### src/hw/gpw_pkg.sv
package gpw_pkg;
    // Behaviour
    // - Thirty-six two-way lines in five ports, each usable as input or output.
    // - Input reads are not latched; the pin level is taken at the read.
    // - Written output data stays in its latch until rewritten.
    // - Weak pull-high only on input pins whose pull-high option is selected.
    // - Halt stops the clock until a selected wake pin changes either way.
    // - Wake enable per bit on port A, per nibble on ports B to E.
    // - Direction bit 1 makes an input; a read returns the pin level.
    // - Direction bit 0 makes a CMOS output driving the output latch.
    // - Reading an output bit returns the latch, not the pin level.
    // - Axis pins on D bits 0 to 3 wake only when their option is on.
    // - Wake by D bit 0 sets status bit 3, D bit 1 sets bit 4.
    // - Wake by D bit 2 sets status bit 6, D bit 3 sets bit 7.
    // - Each wake status flag clears when software reads it.
    // - Reset sets every data latch and direction bit high.
    // - Bit set and clear read the whole port, modify, write back.

    localparam int NUM_PINS  = 36;
    localparam int PAD_PINS  = 40;
    localparam int PORT_BITS = 8;
    localparam int NIB_BITS  = 4;
    localparam int NUM_NIBS  = 7;
    localparam int NUM_PORTS = 5;
    localparam int AXIS_LSB  = 24;
    localparam int TIMER_PIN = 2;

    // Register byte addresses on the bus.
    localparam logic [7:0] ADR_DATA_A = 8'h00;
    localparam logic [7:0] ADR_DATA_B = 8'h04;
    localparam logic [7:0] ADR_DATA_C = 8'h08;
    localparam logic [7:0] ADR_DATA_D = 8'h0C;
    localparam logic [7:0] ADR_DATA_E = 8'h10;
    localparam logic [7:0] ADR_DIR_A  = 8'h14;
    localparam logic [7:0] ADR_DIR_B  = 8'h18;
    localparam logic [7:0] ADR_DIR_C  = 8'h1C;
    localparam logic [7:0] ADR_DIR_D  = 8'h20;
    localparam logic [7:0] ADR_DIR_E  = 8'h24;
    localparam logic [7:0] ADR_STATUS = 8'h28;
    localparam logic [7:0] ADR_WAKE_A = 8'h2C;
    localparam logic [7:0] ADR_WAKE_N = 8'h30;
    localparam logic [7:0] ADR_PULL   = 8'h34;
    localparam logic [7:0] ADR_AXIS   = 8'h38;
    localparam logic [7:0] ADR_PWR    = 8'h3C;

    // Status bit positions of the four axis wake flags.
    localparam int STAT_V_FIRST  = 3;
    localparam int STAT_V_SECOND = 4;
    localparam int STAT_Z_FIRST  = 6;
    localparam int STAT_Z_SECOND = 7;

    // Reset values.
    localparam logic [39:0] LATCH_RST = 40'hFF_FFFF_FFFF;
    localparam logic [39:0] DIR_RST   = 40'hFF_FFFF_FFFF;
    localparam logic [39:0] PIN_VALID = 40'h0F_FFFF_FFFF;
    localparam logic [7:0]  BYTE_RST  = 8'h00;
    localparam logic [31:0] WORD_ZERO = 32'h0000_0000;

    typedef enum logic [1:0] {
        PWR_RUN  = 2'b01,
        PWR_DOWN = 2'b10
    } gpw_pwr_e;

    typedef struct packed {
        logic        cyc;
        logic        stb;
        logic        we;
        logic [7:0]  adr;
        logic [3:0]  sel;
        logic [31:0] dat;
    } gpw_wb_req_s;

    typedef struct packed {
        logic [39:0] latch;
        logic [39:0] dir;
        logic [7:0]  wakeBitA;
        logic [6:0]  wakeNib;
        logic [4:0]  pullSel;
        logic [3:0]  axisEn;
        logic [7:0]  status;
        logic [35:0] pinOut;
        logic [35:0] pinOe;
        logic [35:0] pinPull;
        logic        timerIn;
    } gpw_top_s;
endpackage : gpw_pkg

### src/hw/gpw_gpio_top.sv
`timescale 1ns/1ps
module gpw_gpio_top (
    input  wire logic                 sys_clk,
    input  wire logic                 sys_rst,
    input  wire gpw_pkg::gpw_wb_req_s wbReq,
    output logic                      wbAck,
    output logic [31:0]               wbDatOut,
    input  wire logic [35:0]          pinIn,
    output logic [35:0]               pinOut,
    output logic [35:0]               pinOe,
    output logic [35:0]               pinPull,
    output logic                      timerExtInput,
    output logic                      pwrDown
);
    gpw_pkg::gpw_top_s st;
    gpw_pkg::gpw_top_s next_st;

    logic        accPulse;
    logic        wrPulse;
    logic        rdPulse;
    logic        wrLane;
    logic        haltReq;
    logic [7:0]  wd;
    logic [3:0]  axisHit;
    logic [7:0]  statusSet;
    logic [7:0]  statusClr;
    logic [31:0] rdData;
    logic [39:0] pinPad;
    logic [39:0] readBack;
    logic [35:0] wakeMask;
    logic [35:0] pullMask;
    logic [4:0]  pullNext;

    // Bus slave: one-cycle registered acknowledge, any address answered.
    gpw_wb_slave u_slave (
        .sys_clk  (sys_clk),
        .sys_rst  (sys_rst),
        .wbReq    (wbReq),
        .rdData   (rdData),
        .accPulse (accPulse),
        .wbAck    (wbAck),
        .wbDatOut (wbDatOut)
    );

    // Power-down and edge wake detection over the selected pins.
    gpw_wake u_wake (
        .sys_clk  (sys_clk),
        .sys_rst  (sys_rst),
        .haltReq  (haltReq),
        .pinIn    (pinIn),
        .wakeMask (wakeMask),
        .pwrDown  (pwrDown),
        .axisHit  (axisHit)
    );

    // Access strobes; registers sit in byte lane 0.
    assign wrPulse = accPulse && wbReq.we;
    assign rdPulse = accPulse && !wbReq.we;
    assign wrLane  = wrPulse && wbReq.sel[0];
    assign wd      = wbReq.dat[7:0];
    assign haltReq = wrLane && (wbReq.adr == gpw_pkg::ADR_PWR) && wd[0];

    // Pull option as it stands after this edge, so pulls follow the write.
    assign pullNext = (wrLane && wbReq.adr == gpw_pkg::ADR_PULL)
                      ? wd[4:0] : st.pullSel;

    // Unused upper pins of port E pad the vector to five full bytes.
    assign pinPad = {4'h0, pinIn};

    // Inputs read the live pin, outputs read back their latch.
    assign readBack = ((st.dir & pinPad) | (~st.dir & st.latch))
                      & gpw_pkg::PIN_VALID;

    // Per-pin wake enable and pull-high option.
    generate
        for (genvar i = 0; i < gpw_pkg::NUM_PINS; i++)
        begin : g_pin
            if (i < gpw_pkg::PORT_BITS)
            begin : g_bit
                assign wakeMask[i] = st.wakeBitA[i];
            end
            else if (i >= gpw_pkg::AXIS_LSB && i < gpw_pkg::AXIS_LSB + 4)
            begin : g_axis
                assign wakeMask[i] = st.wakeNib[(i / 4) - 2]
                                     && st.axisEn[i - gpw_pkg::AXIS_LSB];
            end
            else
            begin : g_nib
                assign wakeMask[i] = st.wakeNib[(i / 4) - 2];
            end
            assign pullMask[i] = pullNext[i / gpw_pkg::PORT_BITS];
        end
    endgenerate

    // Axis wake flags land on their status bits.
    always_comb
    begin
        statusSet = '0;
        statusSet[gpw_pkg::STAT_V_FIRST]  = axisHit[0];
        statusSet[gpw_pkg::STAT_V_SECOND] = axisHit[1];
        statusSet[gpw_pkg::STAT_Z_FIRST]  = axisHit[2];
        statusSet[gpw_pkg::STAT_Z_SECOND] = axisHit[3];
        statusClr = '0;
        if (rdPulse && wbReq.adr == gpw_pkg::ADR_STATUS)
        begin
            statusClr = 8'hFF;
        end
    end

    // Read multiplexer.
    always_comb
    begin
        rdData = gpw_pkg::WORD_ZERO;
        if (wbReq.adr == gpw_pkg::ADR_DATA_A)
            rdData[7:0] = readBack[7:0];
        else if (wbReq.adr == gpw_pkg::ADR_DATA_B)
            rdData[7:0] = readBack[15:8];
        else if (wbReq.adr == gpw_pkg::ADR_DATA_C)
            rdData[7:0] = readBack[23:16];
        else if (wbReq.adr == gpw_pkg::ADR_DATA_D)
            rdData[7:0] = readBack[31:24];
        else if (wbReq.adr == gpw_pkg::ADR_DATA_E)
            rdData[3:0] = readBack[35:32];
        else if (wbReq.adr == gpw_pkg::ADR_DIR_A)
            rdData[7:0] = st.dir[7:0];
        else if (wbReq.adr == gpw_pkg::ADR_DIR_B)
            rdData[7:0] = st.dir[15:8];
        else if (wbReq.adr == gpw_pkg::ADR_DIR_C)
            rdData[7:0] = st.dir[23:16];
        else if (wbReq.adr == gpw_pkg::ADR_DIR_D)
            rdData[7:0] = st.dir[31:24];
        else if (wbReq.adr == gpw_pkg::ADR_DIR_E)
            rdData[3:0] = st.dir[35:32];
        else if (wbReq.adr == gpw_pkg::ADR_STATUS)
            rdData[7:0] = st.status;
        else if (wbReq.adr == gpw_pkg::ADR_WAKE_A)
            rdData[7:0] = st.wakeBitA;
        else if (wbReq.adr == gpw_pkg::ADR_WAKE_N)
            rdData[6:0] = st.wakeNib;
        else if (wbReq.adr == gpw_pkg::ADR_PULL)
            rdData[4:0] = st.pullSel;
        else if (wbReq.adr == gpw_pkg::ADR_AXIS)
            rdData[3:0] = st.axisEn;
        else if (wbReq.adr == gpw_pkg::ADR_PWR)
            rdData[0] = pwrDown;
    end

    // Register writes, status update and registered pin drive.
    always_comb
    begin
        next_st = st;
        if (wrLane)
        begin
            if (wbReq.adr == gpw_pkg::ADR_DATA_A)
                next_st.latch[7:0] = wd;
            else if (wbReq.adr == gpw_pkg::ADR_DATA_B)
                next_st.latch[15:8] = wd;
            else if (wbReq.adr == gpw_pkg::ADR_DATA_C)
                next_st.latch[23:16] = wd;
            else if (wbReq.adr == gpw_pkg::ADR_DATA_D)
                next_st.latch[31:24] = wd;
            else if (wbReq.adr == gpw_pkg::ADR_DATA_E)
                next_st.latch[35:32] = wd[3:0];
            else if (wbReq.adr == gpw_pkg::ADR_DIR_A)
                next_st.dir[7:0] = wd;
            else if (wbReq.adr == gpw_pkg::ADR_DIR_B)
                next_st.dir[15:8] = wd;
            else if (wbReq.adr == gpw_pkg::ADR_DIR_C)
                next_st.dir[23:16] = wd;
            else if (wbReq.adr == gpw_pkg::ADR_DIR_D)
                next_st.dir[31:24] = wd;
            else if (wbReq.adr == gpw_pkg::ADR_DIR_E)
                next_st.dir[35:32] = wd[3:0];
            else if (wbReq.adr == gpw_pkg::ADR_WAKE_A)
                next_st.wakeBitA = wd;
            else if (wbReq.adr == gpw_pkg::ADR_WAKE_N)
                next_st.wakeNib = wd[6:0];
            else if (wbReq.adr == gpw_pkg::ADR_PULL)
                next_st.pullSel = wd[4:0];
            else if (wbReq.adr == gpw_pkg::ADR_AXIS)
                next_st.axisEn = wd[3:0];
        end
        // A flag set in the cycle of its read survives the clear.
        next_st.status  = (st.status & ~statusClr) | statusSet;
        next_st.pinOut  = next_st.latch[35:0];
        next_st.pinOe   = ~next_st.dir[35:0];
        next_st.pinPull = next_st.dir[35:0] & pullMask;
        next_st.timerIn = pinIn[gpw_pkg::TIMER_PIN];
    end

    // State register; reset leaves every pin an input with latch high.
    always_ff @(posedge sys_clk)
    begin
        if (sys_rst)
        begin
            st          <= '0;
            st.latch    <= gpw_pkg::LATCH_RST;
            st.dir      <= gpw_pkg::DIR_RST;
            st.wakeBitA <= gpw_pkg::BYTE_RST;
            st.pinOut   <= gpw_pkg::LATCH_RST[35:0];
        end
        else
        begin
            st <= next_st;
        end
    end

    assign pinOut        = st.pinOut;
    assign pinOe         = st.pinOe;
    assign pinPull       = st.pinPull;
    assign timerExtInput = st.timerIn;
endmodule : gpw_gpio_top

### src/hw/gpw_wb_slave.sv
`timescale 1ns/1ps
module gpw_wb_slave (
    input  wire logic                 sys_clk,
    input  wire logic                 sys_rst,
    input  wire gpw_pkg::gpw_wb_req_s wbReq,
    input  wire logic [31:0]          rdData,
    output logic                      accPulse,
    output logic                      wbAck,
    output logic [31:0]               wbDatOut
);
    typedef struct packed {
        logic        ack;
        logic [31:0] dat;
    } gpw_slv_s;

    gpw_slv_s st;
    gpw_slv_s next_st;

    // An access is taken once, in the cycle before its acknowledge.
    assign accPulse = wbReq.cyc && wbReq.stb && !st.ack;

    // Acknowledge one cycle after the request; read data rides with it.
    always_comb
    begin
        next_st     = st;
        next_st.ack = accPulse;
        next_st.dat = accPulse ? rdData : gpw_pkg::WORD_ZERO;
    end

    always_ff @(posedge sys_clk)
    begin
        if (sys_rst)
        begin
            st <= '0;
        end
        else
        begin
            st <= next_st;
        end
    end

    assign wbAck    = st.ack;
    assign wbDatOut = st.dat;
endmodule : gpw_wb_slave

### src/hw/gpw_wake.sv
`timescale 1ns/1ps
module gpw_wake (
    input  wire logic        sys_clk,
    input  wire logic        sys_rst,
    input  wire logic        haltReq,
    input  wire logic [35:0] pinIn,
    input  wire logic [35:0] wakeMask,
    output logic             pwrDown,
    output logic [3:0]       axisHit
);
    typedef struct packed {
        gpw_pkg::gpw_pwr_e mode;
        logic [35:0]       refLevel;
        logic [3:0]        hit;
    } gpw_wake_s;

    gpw_wake_s   st;
    gpw_wake_s   next_st;
    logic [35:0] change;

    // Any selected pin that differs from its level at halt time.
    assign change = (pinIn ^ st.refLevel) & wakeMask;

    // Halt captures the pin levels; a change in either direction wakes.
    always_comb
    begin
        next_st     = st;
        next_st.hit = '0;
        case (st.mode)
            gpw_pkg::PWR_RUN:
            begin
                if (haltReq)
                begin
                    next_st.mode     = gpw_pkg::PWR_DOWN;
                    next_st.refLevel = pinIn;
                end
            end
            gpw_pkg::PWR_DOWN:
            begin
                if (|change)
                begin
                    next_st.mode = gpw_pkg::PWR_RUN;
                    next_st.hit  = change[gpw_pkg::AXIS_LSB +: 4];
                end
            end
            default:
            begin
                next_st.mode = gpw_pkg::PWR_RUN;
            end
        endcase
    end

    always_ff @(posedge sys_clk)
    begin
        if (sys_rst)
        begin
            st <= '{mode: gpw_pkg::PWR_RUN, refLevel: '0, hit: '0};
        end
        else
        begin
            st <= next_st;
        end
    end

    // The one-hot down bit is the flag itself, straight from its flip-flop.
    assign pwrDown = st.mode[1];
    assign axisHit = st.hit;
endmodule : gpw_wake

### config.mk
export PLATFORM = sky130hd
export DESIGN_NAME = gpw_gpio_top
export DESIGN_NICKNAME = d
export VERILOG_FILES = /design/src/hw/gpw_pkg.sv /design/src/hw/gpw_gpio_top.sv /design/src/hw/gpw_wb_slave.sv /design/src/hw/gpw_wake.sv
export SDC_FILE = /design/constraint.sdc
export NUM_CORES = 1
export LEC_CHECK = 0
export BUFFER_PORTS_ARGS = -buffer_cell sky130_fd_sc_hd__buf_2
export CAP_MARGIN = 15
export CELL_PAD_IN_SITES_DETAIL_PLACEMENT = 1
export CELL_PAD_IN_SITES_GLOBAL_PLACEMENT = 1
export CORE_MARGIN = 4
export CORE_UTILIZATION = 41
export CTS_CLUSTER_DIAMETER = 30
export DETAILED_ROUTE_END_ITERATION = 16
export HOLD_SLACK_MARGIN = 0.1
export MAX_ROUTING_LAYER = met4
export PLACE_DENSITY_LB_ADDON = 0.25
export SYNTH_ARGS = -nofsm -noshare
export SYNTH_HDL_FRONTEND = slang
export SYNTH_SLANG_ARGS = --single-unit
### constraint.sdc
create_clock -name sys_clk -period 2.63 [get_ports sys_clk]
set_input_delay 0.263 -clock sys_clk [delete_from_list [all_inputs] [get_ports sys_clk]]
set_output_delay 0.263 -clock sys_clk [all_outputs]
set_load 0.005 [all_outputs]
[Word-level counts from Yosys, hierarchy flattened]
Index checks and enable logic that the tools add are counted.
Cells by class
  reductions and logical operators: 30
  equality and inequality tests: 19
  bitwise operators: 27
  multiplexer cells: 54
Operator list (count)
  2-to-1 mux 60 bit: 6
  AND 36 bit: 4
  2-to-1 mux 24 bit: 5
  2-to-1 mux 8 bit: 15
  NOT 36 bit: 2
  equality test 8 x 6 -> 1 bit (second input constant): 8
  2-to-1 mux 38 bit: 1
  2-to-1 mux 4 bit: 9
  OR 36 bit: 1
  OR reduction 36 bit: 1
  bitwise XOR 36 bit: 1
  equality test 8 x 5 -> 1 bit (second input constant): 4
  2-to-1 mux 28 bit: 1
  2-to-1 mux 20 bit: 1
  equality test 8 x 4 -> 1 bit (second input constant): 2
  2-to-1 mux 16 bit: 1
  NOT 1 bit: 16
  2-to-1 mux 5 bit: 3
  AND reduction 15 bit: 1
  2-to-1 mux 7 bit: 2
  AND reduction 14 bit: 1
  logical AND 1 bit: 13
  AND reduction 13 bit: 1
  2-to-1 mux 12 bit: 1
  other kinds (23): 30
Word-level totals
  bits of input ports: 85
  word-level logic and storage cells: 150
  register bits: 252

[Logic depth before layout (Yosys ltp)]
  depth in word-level cells: 17
  mapped depth: 9

[Modules after synthesis]
From an unflattened synthesis, not the netlist that was laid out.
Second synthesis, totals
  cells, all modules: 1213
  area total of the unflattened synthesis: 11079.4 um^2
Modules (own cells, without submodules)
  gpw_gpio_top: times used 1, cells each 901, seq. area each 3543.4 um^2, area each 8212.9 um^2
  gpw_wake: times used 1, cells each 241, seq. area each 840.8 um^2, area each 1933.1 um^2
  gpw_wb_slave: times used 1, cells each 71, seq. area each 660.6 um^2, area each 933.4 um^2

[Least setup slack after synthesis]
Ideal clock, no wire load.
  kind: reg2reg
  start: register u_slave.st (netlist bit u_slave.wbAck)
  end: register u_wake.st[10] (netlist bit)
  path slack: 0.396 ns
  setup time: 0.132 ns
  arrival: 2.102 ns
  path buffers: 3
  stages on the path, launching flop included: 10
  required time: 2.498 ns
  cell sequence: dfxtp_1 > nand3b_1 > or2_4 > or3_1 > buf_2 > or4_4 > buf_6 > buf_6 > nand2_1 > a21oi_1
On the way
  word-level cells in the longest chain between the ends: 7
Ends and longest elaborated chain
  from (decl): line gpw_wb_slave.sv:16  | gpw_slv_s st;
  from (signal assigned): line gpw_wb_slave.sv:38  | st <= next_st;
  zero test 1 bit: line gpw_wb_slave.sv:20  | assign accPulse = wbReq.cyc && wbReq.stb && !st.ack;
  logical AND 1 bit: line gpw_wb_slave.sv:20
  logical AND 1 bit: line gpw_gpio_top.sv:57  | assign wrPulse = accPulse && wbReq.we;
  logical AND 1 bit: line gpw_gpio_top.sv:59  | assign wrLane = wrPulse && wbReq.sel[0];
  logical AND 1 bit (2 in series): line gpw_gpio_top.sv:61  | assign haltReq = wrLane && (wbReq.adr == gpw_pkg::ADR_PWR) && wd[0];
  AND reduction 2 bit (no source line)
  to (signal assigned): line gpw_wake.sv:57  | st <= '{mode: gpw_pkg::PWR_RUN, refLevel: '0, hit: '0};
  to (signal assigned): line gpw_wake.sv:61  | st <= next_st;
  to (decl): line gpw_wake.sv:17  | gpw_wake_s st;
No other way between the ends.
A chain may end at the register's enable or synchronous reset.

[Worst setup path in the final report]
  start: register u_slave.st (netlist bit u_slave.wbAck)
  end: register st (netlist bit pinOe[16])
On the way
  word-level cells in the longest chain between the ends: 6
Ends and longest elaborated chain
  zero test 1 bit: line gpw_wb_slave.sv:20
  logical AND 1 bit: line gpw_wb_slave.sv:20
  logical AND 1 bit: line gpw_gpio_top.sv:57
  logical AND 1 bit: line gpw_gpio_top.sv:59
  2-to-1 mux 60 bit: line gpw_gpio_top.sv:152  | if (wrLane)
  NOT 36 bit: line gpw_gpio_top.sv:186  | next_st.pinOe = ~next_st.dir[35:0];
  to (signal assigned): line gpw_gpio_top.sv:204  | st <= next_st;
  to (decl): line gpw_gpio_top.sv:15  | gpw_pkg::gpw_top_s st;
No other way between the ends.

==> summary.txt <==
Run status
  – Outcome: completed

Finish
  – Post-layout util: 52.32%
  – Leading cell type in the layout, fill and taps excluded: dfxtp_1
  – Layout cell share with drive strength beyond 1: 26.27%
  – Nets: 1352
  – P&R area growth vs syn: 24.31%
  – Most frequent cells in the layout: 228 x dfxtp_1, 175 x buf_2, 126 x nand2_1, 79 x mux2i_1, 76 x nor2_1

Logic synthesis
  – Mapped Area: 0.01032 mm2
  – Asr flop ratio synth: 0%
  – Yosys Warn Count: 0
  – Mapped Cells: 1131
  – Syn avg cell area: 9.129 um2
  – EDFF count, synth: 0
  – Post-synth cell types: 60
  – Top_reg_cell synth: dfxtp_1
  – Sequential area share after synthesis: 44.21%
  – Yosys reg bits: 228

Flow run
  – Max-Cap Viols: 0

Global routing
  – Total grt overflow: 0
  – GRT Total Usage: 25.28%
  – Vias in the first global route: 8725
  – Antenna violations before repair: 3
  – Largest net degree at the start of global routing: 110
  – Global-route wire length before repair: 52.76 mm

Clocking
  – Clock tree from TritonCTS: yes
  – Clock Latency Late Sink: 540 ps
  – CTS buffer count: 45
  – Clock Pin Slew Worst Setup and Hold Paths: 50 ps
  – Maximum buffer depth of the clock tree: 3
  – Root Buffer: clkbuf_16
  – Setup bufs post-CTS: 0
  – H-Tree Depth: 2
  – Clock sink total: 228

Placement
  – RePlAce Congestion: 0.9070
  – Dpl ws: 223.8 ps
  – Port buffer count: 176
  – Dpl hpwl: 25.06 mm

Drt
  – First-pass DRT Iterations: 6
  – DR WL/cell: 21.76 um
  – Iter 0 DRT Violations: 572
  – Total Wirelength: 35.44 mm
  – Vias per cell: 5.220
  – Via Count: 8504
  – # DRC: 0
  – Final ANT Viol Nets: 0

Die
  – Number of core rows: 57
  – DIE AREA: 0.02779 mm2
  – Initial Util: 42.08%
  – Die Span X: 166.7 um
  – Die Span Y: 166.7 um
  – I/O pin total: 228
  – CORE AREA: 0.02453 mm2

Setup path
  – Worst EP required: 3100 ps
  – Kind of critical path: flip-flop to flip-flop
  – Startpoint types: flip-flop
  – Slowest CP cell: or3_1
  – Critical path's largest stage delay: 420 ps
  – Buf/Inv on CP: 2
  – Worst Path Arrival: 2800 ps
  – CP cell instances: nand3b_1 > or2_4 > or3_1 > buf_4 > nor2_2 > buf_4 > mux2i_1 > nor2b_1
  – Top cell by count, worst path: buf_4
  – Critical Path End Type: flip-flop
  – CP top delay family: simple AND/OR/NAND/NOR gates
  – Maximum fanout along the worst path: 8

Timing
  – Tcrit/Tclk final: 88.86%
  – Relative slew slack: 60.59%
  – Final setup violating endpoints: 0
  – Fmax: 427.9 MHz
  – Final worst slack: 293.0 ps
  – Least-Margin Pin Slew: 585.7 ps
  – Clock skew: 16.62 ps
  – Slew Limit Fails: 0
  – Number of failing hold endpoints at the final stage: 0
  – Setup TNS: 0 ps
  – RSZ-0062 raised after global routing: false
  – Min cycle time layout: 2337 ps

Power
  – Sw Ratio: 22.64%
  – Leakage power: 5.419 nW
  – Power share of the sequential group: 34.7%
  – Int Power: 7.725 mW
  – PD cells: 778.1 mW/mm2
  – Comb pwr share: 4.2%
  – Peak VDD IR: 0.5297 mV
  – Clk pwr share: 61.1%
  – Switching power total: 2.261 mW

Min path
  – Min-delay worst type: input port to flip-flop
[cell usage after synthesis (all sizes together), types with 3 or more instances]
master / count / area, um2
a22oi: 10 / 75.07
a221oi: 6 / 52.55
or3: 5 / 31.28
clkbuf: 40 / 150.1
xor2: 20 / 175.2
or2: 8 / 52.55
a211o: 20 / 175.2
a21o: 3 / 22.52
dfxtp: 228 / 4564
nor3: 12 / 141.4
a311oi: 3 / 26.28
o41ai: 3 / 26.28
a21oi: 70 / 354.1
o21ai: 15 / 75.07
buf: 152 / 1107
nor2b: 72 / 450.4
o21bai: 3 / 22.52
nand3b: 17 / 127.6
nor4: 5 / 46.29
nand4: 7 / 43.79
o22ai: 10 / 62.56
and2: 5 / 31.28
mux2i: 79 / 790.8
xnor2: 16 / 140.1
nand2: 127 / 479.2
inv: 35 / 131.4
a222oi: 3 / 30.03
nand2b: 11 / 68.82
a2bb2oi: 4 / 35.03
nor2: 78 / 297.8
nand3: 20 / 100.1
a211oi: 7 / 52.55
mux2: 17 / 191.4
[per-stage QoR]
step / instances / hold WS [ps] / area [um2] / power [mW]
6_report: 1629 / 197.4 / 12830 / 9.987
5_1_grt: 1629 / 209.9 / 12830 / 10.29
4_1_cts: 1626 / 169.1 / 12830 / 10.05
3_5_place_dp: 1508 / 441.1 / 10840 / 3.904
3_3_place_gp: 1508 / 419.3 / 10840 / 3.902
2_1_floorplan: 1154 / 391.2 / 10410 / 3.742
[routing by layer]
metal	routed length, um	share of wire [%]	vias up	GRT usage, %
met1	14990	42	4193	30.78
met2	17050	48	284	41.56
li1	-	-	3945	-
met3	2164	6.1	82	5.191
met4	1237	3.5	0	9.463
met5	0	0	-	-
[logic make-up (layout without fill, tap and decap cells)]
kind of cell / Yosys count / after routing / synth area share [%]
AOI/OAI and AO/OA: 167 / 167 / 10.59
xor gates and xnor gates: 36 / 36 / 3.054
adders and majority gates: 1 / 1 / 0.09695
buffers and inverters: 227 / 375 / 13.45
DFF: 228 / 228 / 44.21
muxes: 97 / 97 / 9.731
other: 1 / 27 / 0.03632
and+or+nand+nor: 374 / 374 / 18.83
[final cells by class]
class | count | area (um2)
timing repair buffer | 258 | 1639
clock buffer | 52 | 1202
clock inverter | 30 | 426.7
multi-input combinational | 699 | 4458
tap | 324 | 405.4
sequential | 228 | 4564
inverter | 35 | 131.4
fill | 2849 | 11700
antenna | 3 | 7.507
[registers in the layout (all words and copies together) (netlist names)]
name and count:
st 104, pinOe 36, pinPull 36, timerExtInput 1
u_wake.st 37, u_slave.wbAck 1, u_wake.axisHit 4, u_slave.wbDatOut 8
u_wake.pwrDown 1
[final timing paths]
| check | end | slack (ps) | start | cells after the start |
|---|---|---|---|---|
| max | pinOe[16] | 290 | u_slave.wbAck | 8 |
| min | timerExtInput | 200 | sys_rst | 2 |
| max reg2reg | pinOe[16] | 290 | u_slave.wbAck | 8 |
| min reg2reg | st[115] | 440 | u_wake.axisHit[2] | 2 |
[power groups by stage]
stage	clock (mW)	combinational, mW	sequential [mW]
4_1_cts	6.17	0.415	3.46
6_report	6.10	0.420	3.46
2_1_floorplan	0	0.208	3.53
3_5_place_dp	0	0.371	3.53
5_1_grt	6.38	0.445	3.46
3_3_place_gp	0	0.369	3.53
[what timing repair did]
item,in CTS,in global routing
endpoints found under the hold margin,37,0
gates resized for setup,0,0
hold buffers,36,0
Power figures use the tool's default switching activity.
